===== src/tbt_map.vh =====
// register offsets, field positions and reset values of the paired timer block
`ifndef TBT_MAP_VH
`define TBT_MAP_VH

// byte offsets on the register bus
`define TBT_EVEN_CTRL_OFS   8'h00
`define TBT_EVEN_COUNT_OFS  8'h04
`define TBT_ODD_CTRL_OFS    8'h08
`define TBT_ODD_COUNT_OFS   8'h0c

// control register fields
`define TBT_ON_BIT          15
`define TBT_STOP_IDLE_BIT   13
`define TBT_GATE_BIT        7
`define TBT_PS_HI           6
`define TBT_PS_LO           4
`define TBT_PAIR_BIT        3
`define TBT_CS_BIT          1

// writable bit masks: even timer has the pairing bit, odd does not
`define TBT_EVEN_MASK       32'h0000a0fa
`define TBT_ODD_MASK        32'h0000a0f2
`define TBT_CTRL_RESET      32'h00000000
`define TBT_COUNT_RESET     16'h0000

// axi response codes
`define TBT_RESP_OKAY       2'b00
`define TBT_RESP_SLVERR     2'b10

`endif


===== src/tbt_timer_pair.v =====
// even/odd type b timer pair with control registers on an axi4-lite slave
//
// Functional notes
// - timer runs only while its on bit 15 is set.
// - stop-in-idle bit 13 set halts timer in idle; clear keeps counting.
// - with external clock the gate bit is ignored and reads zero.
// - internal clock and gate bit set: count only while gate input active.
// - prescale bits 6..4 select 1:1,2,4,8,16,32,64,256.
// - pairing bit 3 exists only on the even timer.
// - paired mode: odd on, gate, prescale, source ignored; even settings rule.
// - clock source bit 1 picks external pin when set, internal clock otherwise.
// - unimplemented bits ignore writes and read zero; implemented bits reset zero.
//
// Implementation choices: the AXI4-Lite register port and the register offsets.
`timescale 1ns/1ns
`include "tbt_map.vh"
module tbt_timer_pair
(
    input  wire        aclk,
    input  wire        aresetn,
    input  wire [7:0]  s_axi_awaddr,
    input  wire        s_axi_awvalid,
    output wire        s_axi_awready,
    input  wire [31:0] s_axi_wdata,
    input  wire [3:0]  s_axi_wstrb,
    input  wire        s_axi_wvalid,
    output wire        s_axi_wready,
    output wire [1:0]  s_axi_bresp,
    output wire        s_axi_bvalid,
    input  wire        s_axi_bready,
    input  wire [7:0]  s_axi_araddr,
    input  wire        s_axi_arvalid,
    output wire        s_axi_arready,
    output wire [31:0] s_axi_rdata,
    output wire [1:0]  s_axi_rresp,
    output wire        s_axi_rvalid,
    input  wire        s_axi_rready,
    input  wire        idle_mode,
    input  wire        even_gate_in,
    input  wire        odd_gate_in,
    input  wire        even_ext_clk_pin,
    input  wire        odd_ext_clk_pin,
    output wire [15:0] even_count,
    output wire [15:0] odd_count
);

    // ------------------------------------------------------------
    // register bus slave
    // ------------------------------------------------------------
    reg  [31:0] even_ctrl_r;
    reg  [31:0] odd_ctrl_r;
    reg  [7:0]  awaddr_r;
    reg         aw_held_r;
    reg  [31:0] wdata_r;
    reg  [3:0]  wstrb_r;
    reg         w_held_r;
    reg         bvalid_r;
    reg  [1:0]  bresp_r;
    reg         rvalid_r;
    reg  [1:0]  rresp_r;
    reg  [31:0] rdata_r;
    reg  [31:0] rdata_nxt;
    reg         rd_ok;
    wire [31:0] wmask;
    wire        do_write;

    // address and data are latched independently, in either order
    assign s_axi_awready = !aw_held_r && !bvalid_r;
    assign s_axi_wready  = !w_held_r && !bvalid_r;
    assign s_axi_bvalid  = bvalid_r;
    assign s_axi_bresp   = bresp_r;
    assign s_axi_arready = !rvalid_r;
    assign s_axi_rvalid  = rvalid_r;
    assign s_axi_rresp   = rresp_r;
    assign s_axi_rdata   = rdata_r;

    assign do_write = aw_held_r && w_held_r && !bvalid_r;
    assign wmask    = {{8{wstrb_r[3]}}, {8{wstrb_r[2]}}, {8{wstrb_r[1]}}, {8{wstrb_r[0]}}};

    // write channel capture and response
    always @(posedge aclk)
    begin
        if (!aresetn)
        begin
            aw_held_r <= 1'b0;
            w_held_r  <= 1'b0;
            awaddr_r  <= 8'h00;
            wdata_r   <= 32'h00000000;
            wstrb_r   <= 4'h0;
            bvalid_r  <= 1'b0;
            bresp_r   <= `TBT_RESP_OKAY;
        end
        else
        begin
            if (s_axi_awvalid && s_axi_awready)
            begin
                aw_held_r <= 1'b1;
                awaddr_r  <= s_axi_awaddr;
            end
            if (s_axi_wvalid && s_axi_wready)
            begin
                w_held_r <= 1'b1;
                wdata_r  <= s_axi_wdata;
                wstrb_r  <= s_axi_wstrb;
            end
            if (do_write)
            begin
                aw_held_r <= 1'b0;
                w_held_r  <= 1'b0;
                bvalid_r  <= 1'b1;
                bresp_r   <= (awaddr_r == `TBT_EVEN_CTRL_OFS || awaddr_r == `TBT_ODD_CTRL_OFS)
                             ? `TBT_RESP_OKAY : `TBT_RESP_SLVERR;
            end
            else if (bvalid_r && s_axi_bready)
                bvalid_r <= 1'b0;
        end
    end

    // control registers; only implemented bits take writes
    always @(posedge aclk)
    begin
        if (!aresetn)
        begin
            even_ctrl_r <= `TBT_CTRL_RESET;
            odd_ctrl_r  <= `TBT_CTRL_RESET;
        end
        else if (do_write)
        begin
            if (awaddr_r == `TBT_EVEN_CTRL_OFS)
                even_ctrl_r <= ((even_ctrl_r & ~wmask) | (wdata_r & wmask))
                               & `TBT_EVEN_MASK;
            if (awaddr_r == `TBT_ODD_CTRL_OFS)
                odd_ctrl_r <= ((odd_ctrl_r & ~wmask) | (wdata_r & wmask))
                              & `TBT_ODD_MASK;
        end
    end

    // gate bit reads zero while the external clock is selected
    function [31:0] ctrl_view;
        input [31:0] c;
        begin
            ctrl_view = c;
            if (c[`TBT_CS_BIT])
                ctrl_view[`TBT_GATE_BIT] = 1'b0;
        end
    endfunction

    // read decode
    always @*
    begin
        rd_ok     = 1'b1;
        rdata_nxt = 32'h00000000;
        case (s_axi_araddr)
            `TBT_EVEN_CTRL_OFS:  rdata_nxt = ctrl_view(even_ctrl_r);
            `TBT_ODD_CTRL_OFS:   rdata_nxt = ctrl_view(odd_ctrl_r);
            `TBT_EVEN_COUNT_OFS: rdata_nxt = {16'h0000, even_count};
            `TBT_ODD_COUNT_OFS:  rdata_nxt = {16'h0000, odd_count};
            default:             rd_ok     = 1'b0;
        endcase
    end

    // read answer one cycle after the address is taken
    always @(posedge aclk)
    begin
        if (!aresetn)
        begin
            rvalid_r <= 1'b0;
            rresp_r  <= `TBT_RESP_OKAY;
            rdata_r  <= 32'h00000000;
        end
        else if (s_axi_arvalid && s_axi_arready)
        begin
            rvalid_r <= 1'b1;
            rresp_r  <= rd_ok ? `TBT_RESP_OKAY : `TBT_RESP_SLVERR;
            rdata_r  <= rdata_nxt;
        end
        else if (rvalid_r && s_axi_rready)
            rvalid_r <= 1'b0;
    end

    // ------------------------------------------------------------
    // timer control
    // ------------------------------------------------------------
    wire        pair_mode;
    reg         even_ext_d_r;
    reg         odd_ext_d_r;
    wire        even_ext_rise;
    wire        odd_ext_rise;
    wire        even_run;
    wire        odd_run;
    wire        odd_on;
    wire        odd_cs;
    wire        odd_gate_en;
    wire [2:0]  odd_ps;
    wire        odd_gate_src;
    wire        odd_ext_src;
    wire        even_tick;
    wire        odd_tick;
    wire        even_ps_tick;
    wire        odd_ps_tick;
    wire        even_carry;
    wire        odd_inc;

    assign pair_mode = even_ctrl_r[`TBT_PAIR_BIT];

    // edge detect of the external clock pins; pins are already synchronous
    always @(posedge aclk)
    begin
        if (!aresetn)
        begin
            even_ext_d_r <= 1'b0;
            odd_ext_d_r  <= 1'b0;
        end
        else
        begin
            even_ext_d_r <= even_ext_clk_pin;
            odd_ext_d_r  <= odd_ext_clk_pin;
        end
    end
    assign even_ext_rise = even_ext_clk_pin && !even_ext_d_r;
    assign odd_ext_rise  = odd_ext_clk_pin && !odd_ext_d_r;

    // in pair mode the odd half borrows every setting; for stop-in-idle its own bit also counts
    assign odd_on       = pair_mode ? even_ctrl_r[`TBT_ON_BIT] : odd_ctrl_r[`TBT_ON_BIT];
    assign odd_cs       = pair_mode ? even_ctrl_r[`TBT_CS_BIT] : odd_ctrl_r[`TBT_CS_BIT];
    assign odd_gate_en  = pair_mode ? even_ctrl_r[`TBT_GATE_BIT]
                                    : odd_ctrl_r[`TBT_GATE_BIT];
    assign odd_ps       = pair_mode ? even_ctrl_r[`TBT_PS_HI:`TBT_PS_LO]
                                    : odd_ctrl_r[`TBT_PS_HI:`TBT_PS_LO];
    assign odd_gate_src = pair_mode ? even_gate_in : odd_gate_in;
    assign odd_ext_src  = pair_mode ? even_ext_rise : odd_ext_rise;

    // input tick: external pin edge or every internal clock
    assign even_tick = even_ctrl_r[`TBT_CS_BIT] ? even_ext_rise : 1'b1;
    assign odd_tick  = odd_cs ? odd_ext_src : 1'b1;

    // enable, idle halt and gate; gate only matters on the internal clock
    assign even_run = even_ctrl_r[`TBT_ON_BIT]
                   && !(idle_mode && even_ctrl_r[`TBT_STOP_IDLE_BIT])
                   && (even_ctrl_r[`TBT_CS_BIT] || !even_ctrl_r[`TBT_GATE_BIT]
                       || even_gate_in);
    // high half of a paired timer also stops in idle if odd stop-in-idle is left set; the even low half counts on
    assign odd_run  = odd_on
                   && !(idle_mode && odd_ctrl_r[`TBT_STOP_IDLE_BIT])
                   && !(pair_mode && idle_mode && even_ctrl_r[`TBT_STOP_IDLE_BIT])
                   && (odd_cs || !odd_gate_en || odd_gate_src);

    // prescalers; odd one idles in pair mode since the carry drives it
    tbt_prescaler u_even_ps
    (
        .aclk     (aclk),
        .aresetn  (aresetn),
        .clear    (!even_ctrl_r[`TBT_ON_BIT]),
        .tick_in  (even_tick && even_run),
        .ps_sel   (even_ctrl_r[`TBT_PS_HI:`TBT_PS_LO]),
        .tick_out (even_ps_tick)
    );

    tbt_prescaler u_odd_ps
    (
        .aclk     (aclk),
        .aresetn  (aresetn),
        .clear    (!odd_on || pair_mode),
        .tick_in  (odd_tick && odd_run),
        .ps_sel   (odd_ps),
        .tick_out (odd_ps_tick)
    );

    // low half counts prescaler pulses; high half takes the carry when paired
    assign odd_inc = pair_mode ? (even_carry && odd_run) : odd_ps_tick;

    tbt_counter #(.W(16)) u_even_cnt
    (
        .aclk    (aclk),
        .aresetn (aresetn),
        .clear   (1'b0),
        .inc     (even_ps_tick),
        .count   (even_count),
        .carry   (even_carry)
    );

    tbt_counter #(.W(16)) u_odd_cnt
    (
        .aclk    (aclk),
        .aresetn (aresetn),
        .clear   (1'b0),
        .inc     (odd_inc),
        .count   (odd_count),
        .carry   ()
    );

endmodule


===== src/tbt_prescaler.v =====
// input prescaler: one pulse out per 1,2,4,8,16,32,64 or 256 input ticks
`timescale 1ns/1ns
module tbt_prescaler
(
    input  wire       aclk,
    input  wire       aresetn,
    input  wire       clear,
    input  wire       tick_in,
    input  wire [2:0] ps_sel,
    output wire       tick_out
);

    reg  [7:0] div_cnt_r;
    reg  [7:0] div_lim;

    // terminal count per select code
    always @*
    begin
        case (ps_sel)
            3'h0:    div_lim = 8'h00;
            3'h1:    div_lim = 8'h01;
            3'h2:    div_lim = 8'h03;
            3'h3:    div_lim = 8'h07;
            3'h4:    div_lim = 8'h0f;
            3'h5:    div_lim = 8'h1f;
            3'h6:    div_lim = 8'h3f;
            default: div_lim = 8'hff; // 1:256, not 1:128
        endcase
    end

    assign tick_out = tick_in && (div_cnt_r >= div_lim);

    // counter restarts whenever the timer is off so the first period is full
    always @(posedge aclk)
    begin
        if (!aresetn || clear)
            div_cnt_r <= 8'h00;
        else if (tick_in)
            div_cnt_r <= (div_cnt_r >= div_lim) ? 8'h00 : div_cnt_r + 8'h01;
    end

endmodule


===== src/tbt_counter.v =====
// 16-bit timer half with synchronous clear
`timescale 1ns/1ns
module tbt_counter
#(
    parameter W = 16
)
(
    input  wire         aclk,
    input  wire         aresetn,
    input  wire         clear,
    input  wire         inc,
    output wire [W-1:0] count,
    output wire         carry
);

    reg  [W-1:0] count_r;

    assign count = count_r;
    // wraps on the increment that passes all ones
    assign carry = inc && (&count_r);

    always @(posedge aclk)
    begin
        if (!aresetn || clear)
            count_r <= {W{1'b0}};
        else if (inc)
            count_r <= count_r + {{(W-1){1'b0}}, 1'b1};
    end

endmodule


===== config.mk =====
export PLATFORM = sky130hd
export DESIGN_NAME = tbt_timer_pair
export DESIGN_NICKNAME = d
export VERILOG_FILES = /design/src/tbt_timer_pair.v /design/src/tbt_prescaler.v /design/src/tbt_counter.v
export VERILOG_INCLUDE_DIRS = /design/src
export SDC_FILE = /design/constraint.sdc
export NUM_CORES = 1
export LEC_CHECK = 0
export BUFFER_PORTS_ARGS = -buffer_cell sky130_fd_sc_hd__buf_4
export CORE_ASPECT_RATIO = 1.1
export CORE_MARGIN = 5
export CORE_UTILIZATION = 58
export DETAILED_ROUTE_END_ITERATION = 16
export PLACE_DENSITY = 0.86
export RECOVER_POWER = 25
export SLEW_MARGIN = 20
export SYNTH_ARGS = -nofsm -noshare
export SYNTH_HDL_FRONTEND = slang
export SYNTH_SLANG_ARGS = --single-unit

===== constraint.sdc =====
create_clock -name aclk -period 6.75 [get_ports aclk]
set_input_delay 0 -clock aclk [delete_from_list [all_inputs] [get_ports aclk]]
set_output_delay 0 -clock aclk [all_outputs]
set_load 0.005 [all_outputs]

==> results.txt <==
----------------------------------------------------
[Placement]
  Final estimated routing congestion in global placement ... 0.884
  Area of placed instances ... 0.00600 mm^2
  HPWL reported at the end of detailed placement ... between 9000 and 10000 um
  Placed cells ... 803
  Buffers on Ports ... 92

[Pwr]
  Proportion of power drawn by the clock network ... 34.9%
  Switching part of the total ... 24.2%
  Part of the power in combinational logic ... around 7.6%
  Power Internal ... 0.841 mW
  Portion of total power attributed to sequential cells ... 57.5%
  Peak VDD IR ... 0.113 mV
  Power per cell area ... 173 mW/mm^2
  Leakage power figure ... between 2 and 3 nW
  Switch Pwr ... between 0.2 and 0.3 mW

[Layout]
  Number of antenna cells inserted ... 0
  Footprint of the multi-input gates ... roughly 0.0030 mm^2
  Cell area after layout ... approximately 0.0064 mm^2
  Number of nets in the layout ... 809
  Area Overhead vs Synth ... 19.8%
  Filler-free cell count of the finished design ... around 840
  Number of fill cells ... 667
  Utilization after layout ... 71.6%
  Register Area ... ~0.0021 mm^2
  Layout cell share with drive strength beyond 1 ... 16.9%

[Synthesis]
  Dominant synthesized flop cell ... dfxtp_1
  Count of state elements after synthesis ... 105
  Syn. warnings ... 0
  Multiplexer share of the synthesized area ... 10.0%
  Biggest area consumer among synthesized cells ... dfxtp_1
  Number of instances in the synthesized netlist ... 627
  Leading cell types by total area after synthesis ... dfxtp_1 (39%), mux2i_1 (7.1%), nand2_1 (6.4%), a21oi_1 (4.9%), ha_1 (4.7%)
  Post-synthesis share of cell area spent on xor and xnor gates ... between 2 and 3%
  Post-synthesis area per instance ... 8.55 um^2
  Dominant combinational cell family by area after synthesis ... simple AND/OR/NAND/NOR gates
  Most frequent cell after synthesis ... dfxtp_1
  Register area share after synthesis ... around 39%
  Portion of synthesized cell area occupied by the leading cell type ... 39.2%
  Synth Area in Compound Gates ... 13.2%
  Top post-synthesis cells by count ... dfxtp_1 (105), nand2_1 (91), nor2_1 (56), a21oi_1 (53), mux2i_1 (38)
  Share of synthesized cell area in full adder, half adder and majority cells ... 4.67%
  Post-Syn Area ... 0.00536 mm^2
  Proportion of register bits with asynchronous set or reset after synthesis ... 0%
  Area fraction in and, or, nand and nor cells after synthesis ... approximately a quarter
  Number of unique standard cell types used by synthesis ... 52
  Number of synthesized flops with an enable pin ... 0

[Timing]
  Min Clock Period, post-route ... 3230 ps
  Worst Hold Slack ... 23.5 ps
  Setup repair after global routing missed its margin ... no
  Final total negative setup slack ... 0 ps
  Fin. Hold Viols ... 0
  Final count of negative-setup-slack endpoints ... 0
  Worst slew margin ... 32.8%
  Max-slew violation total from the final report ... 0
  Skew final ... 14.7 ps
  FMAX ... 0.310 GHz
  Portion of the clock cycle consumed by the worst path in the final layout ... 47.8%
  Transition time at the pin with the least slew margin ... 1010 ps

[CTS]
  H-tree depth ... 3
  CTS root buf ... clkbuf_8
  Clk sinks ... 105
  Clock Path Buffers ... 2
  Resize count post-CTS ... 0
  Number of buffers added for setup after CTS ... 0
  Inserted Clock Buffers ... 9
  Clock latency on the worst-skew pair ... 370 ps
  Clock tree from TritonCTS ... built
  Clock transition at path regs ... 100 ps
  Cts-stage hold buffer count ... 25

[Setup path]
  Arrival time of the worst setup path ... 3540 ps
  CP endpoint ... u_odd_cnt.count[14]$_SDFFE_PN0P_
  Worst-case register-to-register setup slack ... around 3500 ps
  Reg2Reg Depth ... 7
  Startpoint types ... flip-flop
  Crit path depth ... 7
  Ordered list of cells on the worst path ... nand3_1, ha_1, nand4_1, o31ai_4, nand4_1, a2111oi_2, mux2i_1
  Most Frequent Cell on Critical Path ... nand4_1
  End of the worst register-to-register path ... u_odd_cnt.count[14]$_SDFFE_PN0P_
  Cell with the largest stage delay on the worst path ... nand4_1
  Worst setup path class ... flip-flop to flip-flop
  Required time worst endpoint ... 7060 ps
  Maximum cell stage delay along the critical path ... approximately 660 ps
  Top delay family on crit path ... compound AO/OA/AOI/OAI gates
  Number of buffer and inverter instances along the worst setup path ... 0
  Critical path capture point type ... flip-flop
  Maximum fanout encountered on the critical timing path ... 15

[Routing]
  Pre-Repair DR Iteration Count ... 5
  Drt total wl ... 13700 um
  Antenna Nets Post-Route ... 0
  Total number of vias ... 4863
  Number of DRC markers in iteration 0 ... 336
  Avg Vias per Cell ... 5.77
  Average wire per standard cell ... 16.2 um
  Total DRC errors in the routed layout ... 0

[Global routing]
  Antenna violations before repair ... 0
  Vias in the first global route ... 4722
  Pin count of the biggest net entering global routing ... 68
  Tot GR Track Use ... 24.1%
  Wire length of the first global-routing pass ... roughly 22000 um
  Residual overflow from global routing ... 0

[Die]
  Area enclosed by the die boundary ... 0.0113 mm^2
  Initial cell density of the core ... 59.8%
  Height of the die ... 111 um
  Number of core rows ... 36
  Core area ... approximately 0.0090 mm^2
  X dimension of the die ... approximately 100 um
  I/O pin cnt ... 137

[Hold path]
  Path type of the worst min-delay path ... primary input to flip-flop

[Run]
  Number of max-capacitance violations reported ... 0

[Outcome]
  Result of the run ... finished, final reports clean

----------------------------------------------------
-- cells by family (layout without fill, tap and decap cells) --
logic type	count (synthesis)	in the layout
AO/OA/AOI/OAI	112	112
XOR/XNOR	18	18
adder cells (fa/ha/maj)	20	20
buffers and inverters	61	146
flip-flops	105	105
multiplexers	46	46
other	1	18
AND/OR/NAND/NOR	264	264
-- tightest hold or removal path: cells and delay by family --
family	cells	cell delay [ps]
AO/OA/AOI/OAI	1	140
buffers and inverters	1	90
AND/OR/NAND/NOR	2	120
-- layout by cell type (no fill, tap or decap), drive strengths merged, types with 5 or more instances in the layout --
cell,count
dfxtp,105
nand2,91
nor2,57
a21oi,53
buf,52
clkbuf,49
mux2i,38
o21ai,26
dlygate4sd3,25
nand3,24
ha,20
nand2b,18
conb,18
nand4,16
inv,15
and2,13
xor2,13
or3,9
and3,9
a22oi,8
or4,7
nor3,7
a211oi,7
mux4,6
xnor2,5
o31ai,5
-- routing by layer --
layer | vias to the layer above | GRT usage, % | wire length (um)
li1 | 2357 | - | -
met1 | 2281 | 30.5 | 5600
met2 | 197 | 40.5 | 6640
met3 | 28 | 4.47 | 1060
met4 | 0 | 8.78 | 342
met5 | - | 0 | 0
-- worst min path at each step --
stage	start	endpoint	slack (ps)	depth (start not counted)
2_1_floorplan	s_axi_rready	s_axi_rvalid$_SDFFE_PN0P_	100	1
3_3_place_gp	s_axi_rready	s_axi_rvalid$_SDFFE_PN0P_	190	2
3_5_place_dp	s_axi_rready	s_axi_rvalid$_SDFFE_PN0P_	200	2
4_1_cts	s_axi_araddr[7]	s_axi_rdata[7]$_SDFFE_PN0P_	10	4
5_1_grt	s_axi_araddr[6]	s_axi_rdata[15]$_SDFFE_PN0P_	30	4
6_report	s_axi_araddr[7]	s_axi_rdata[7]$_SDFFE_PN0P_	20	4
-- per-stage QoR --
step                      setup slack (ps)  power [mW]
after floorplan                       4120       0.700
after global placement                3630       0.721
after detailed placement              3530       0.724
after CTS                             3510        1.11
after global routing                  3280        1.16
final                                 3520        1.11
-- power by group through the flow --
stage               logic (mW)  registers (mW)  clock network [mW]
floorplan               0.0509           0.649                   0
global placement        0.0697           0.651                   0
detailed placement      0.0719           0.652                   0
CTS                     0.0842           0.638               0.393
global route            0.0938           0.640               0.422
finish                  0.0849           0.638               0.387
-- area by class of cell --
type,instances,share of cell area [%]
multi-input combinational,478,46.9
sequential,105,32.7
timing repair buffer,117,14.3
tap,114,2.22
clock buffer,9,1.93
clock inverter,6,1.05
inverter,14,0.838
No activity file was read; power rests on OpenSTA's default activity.
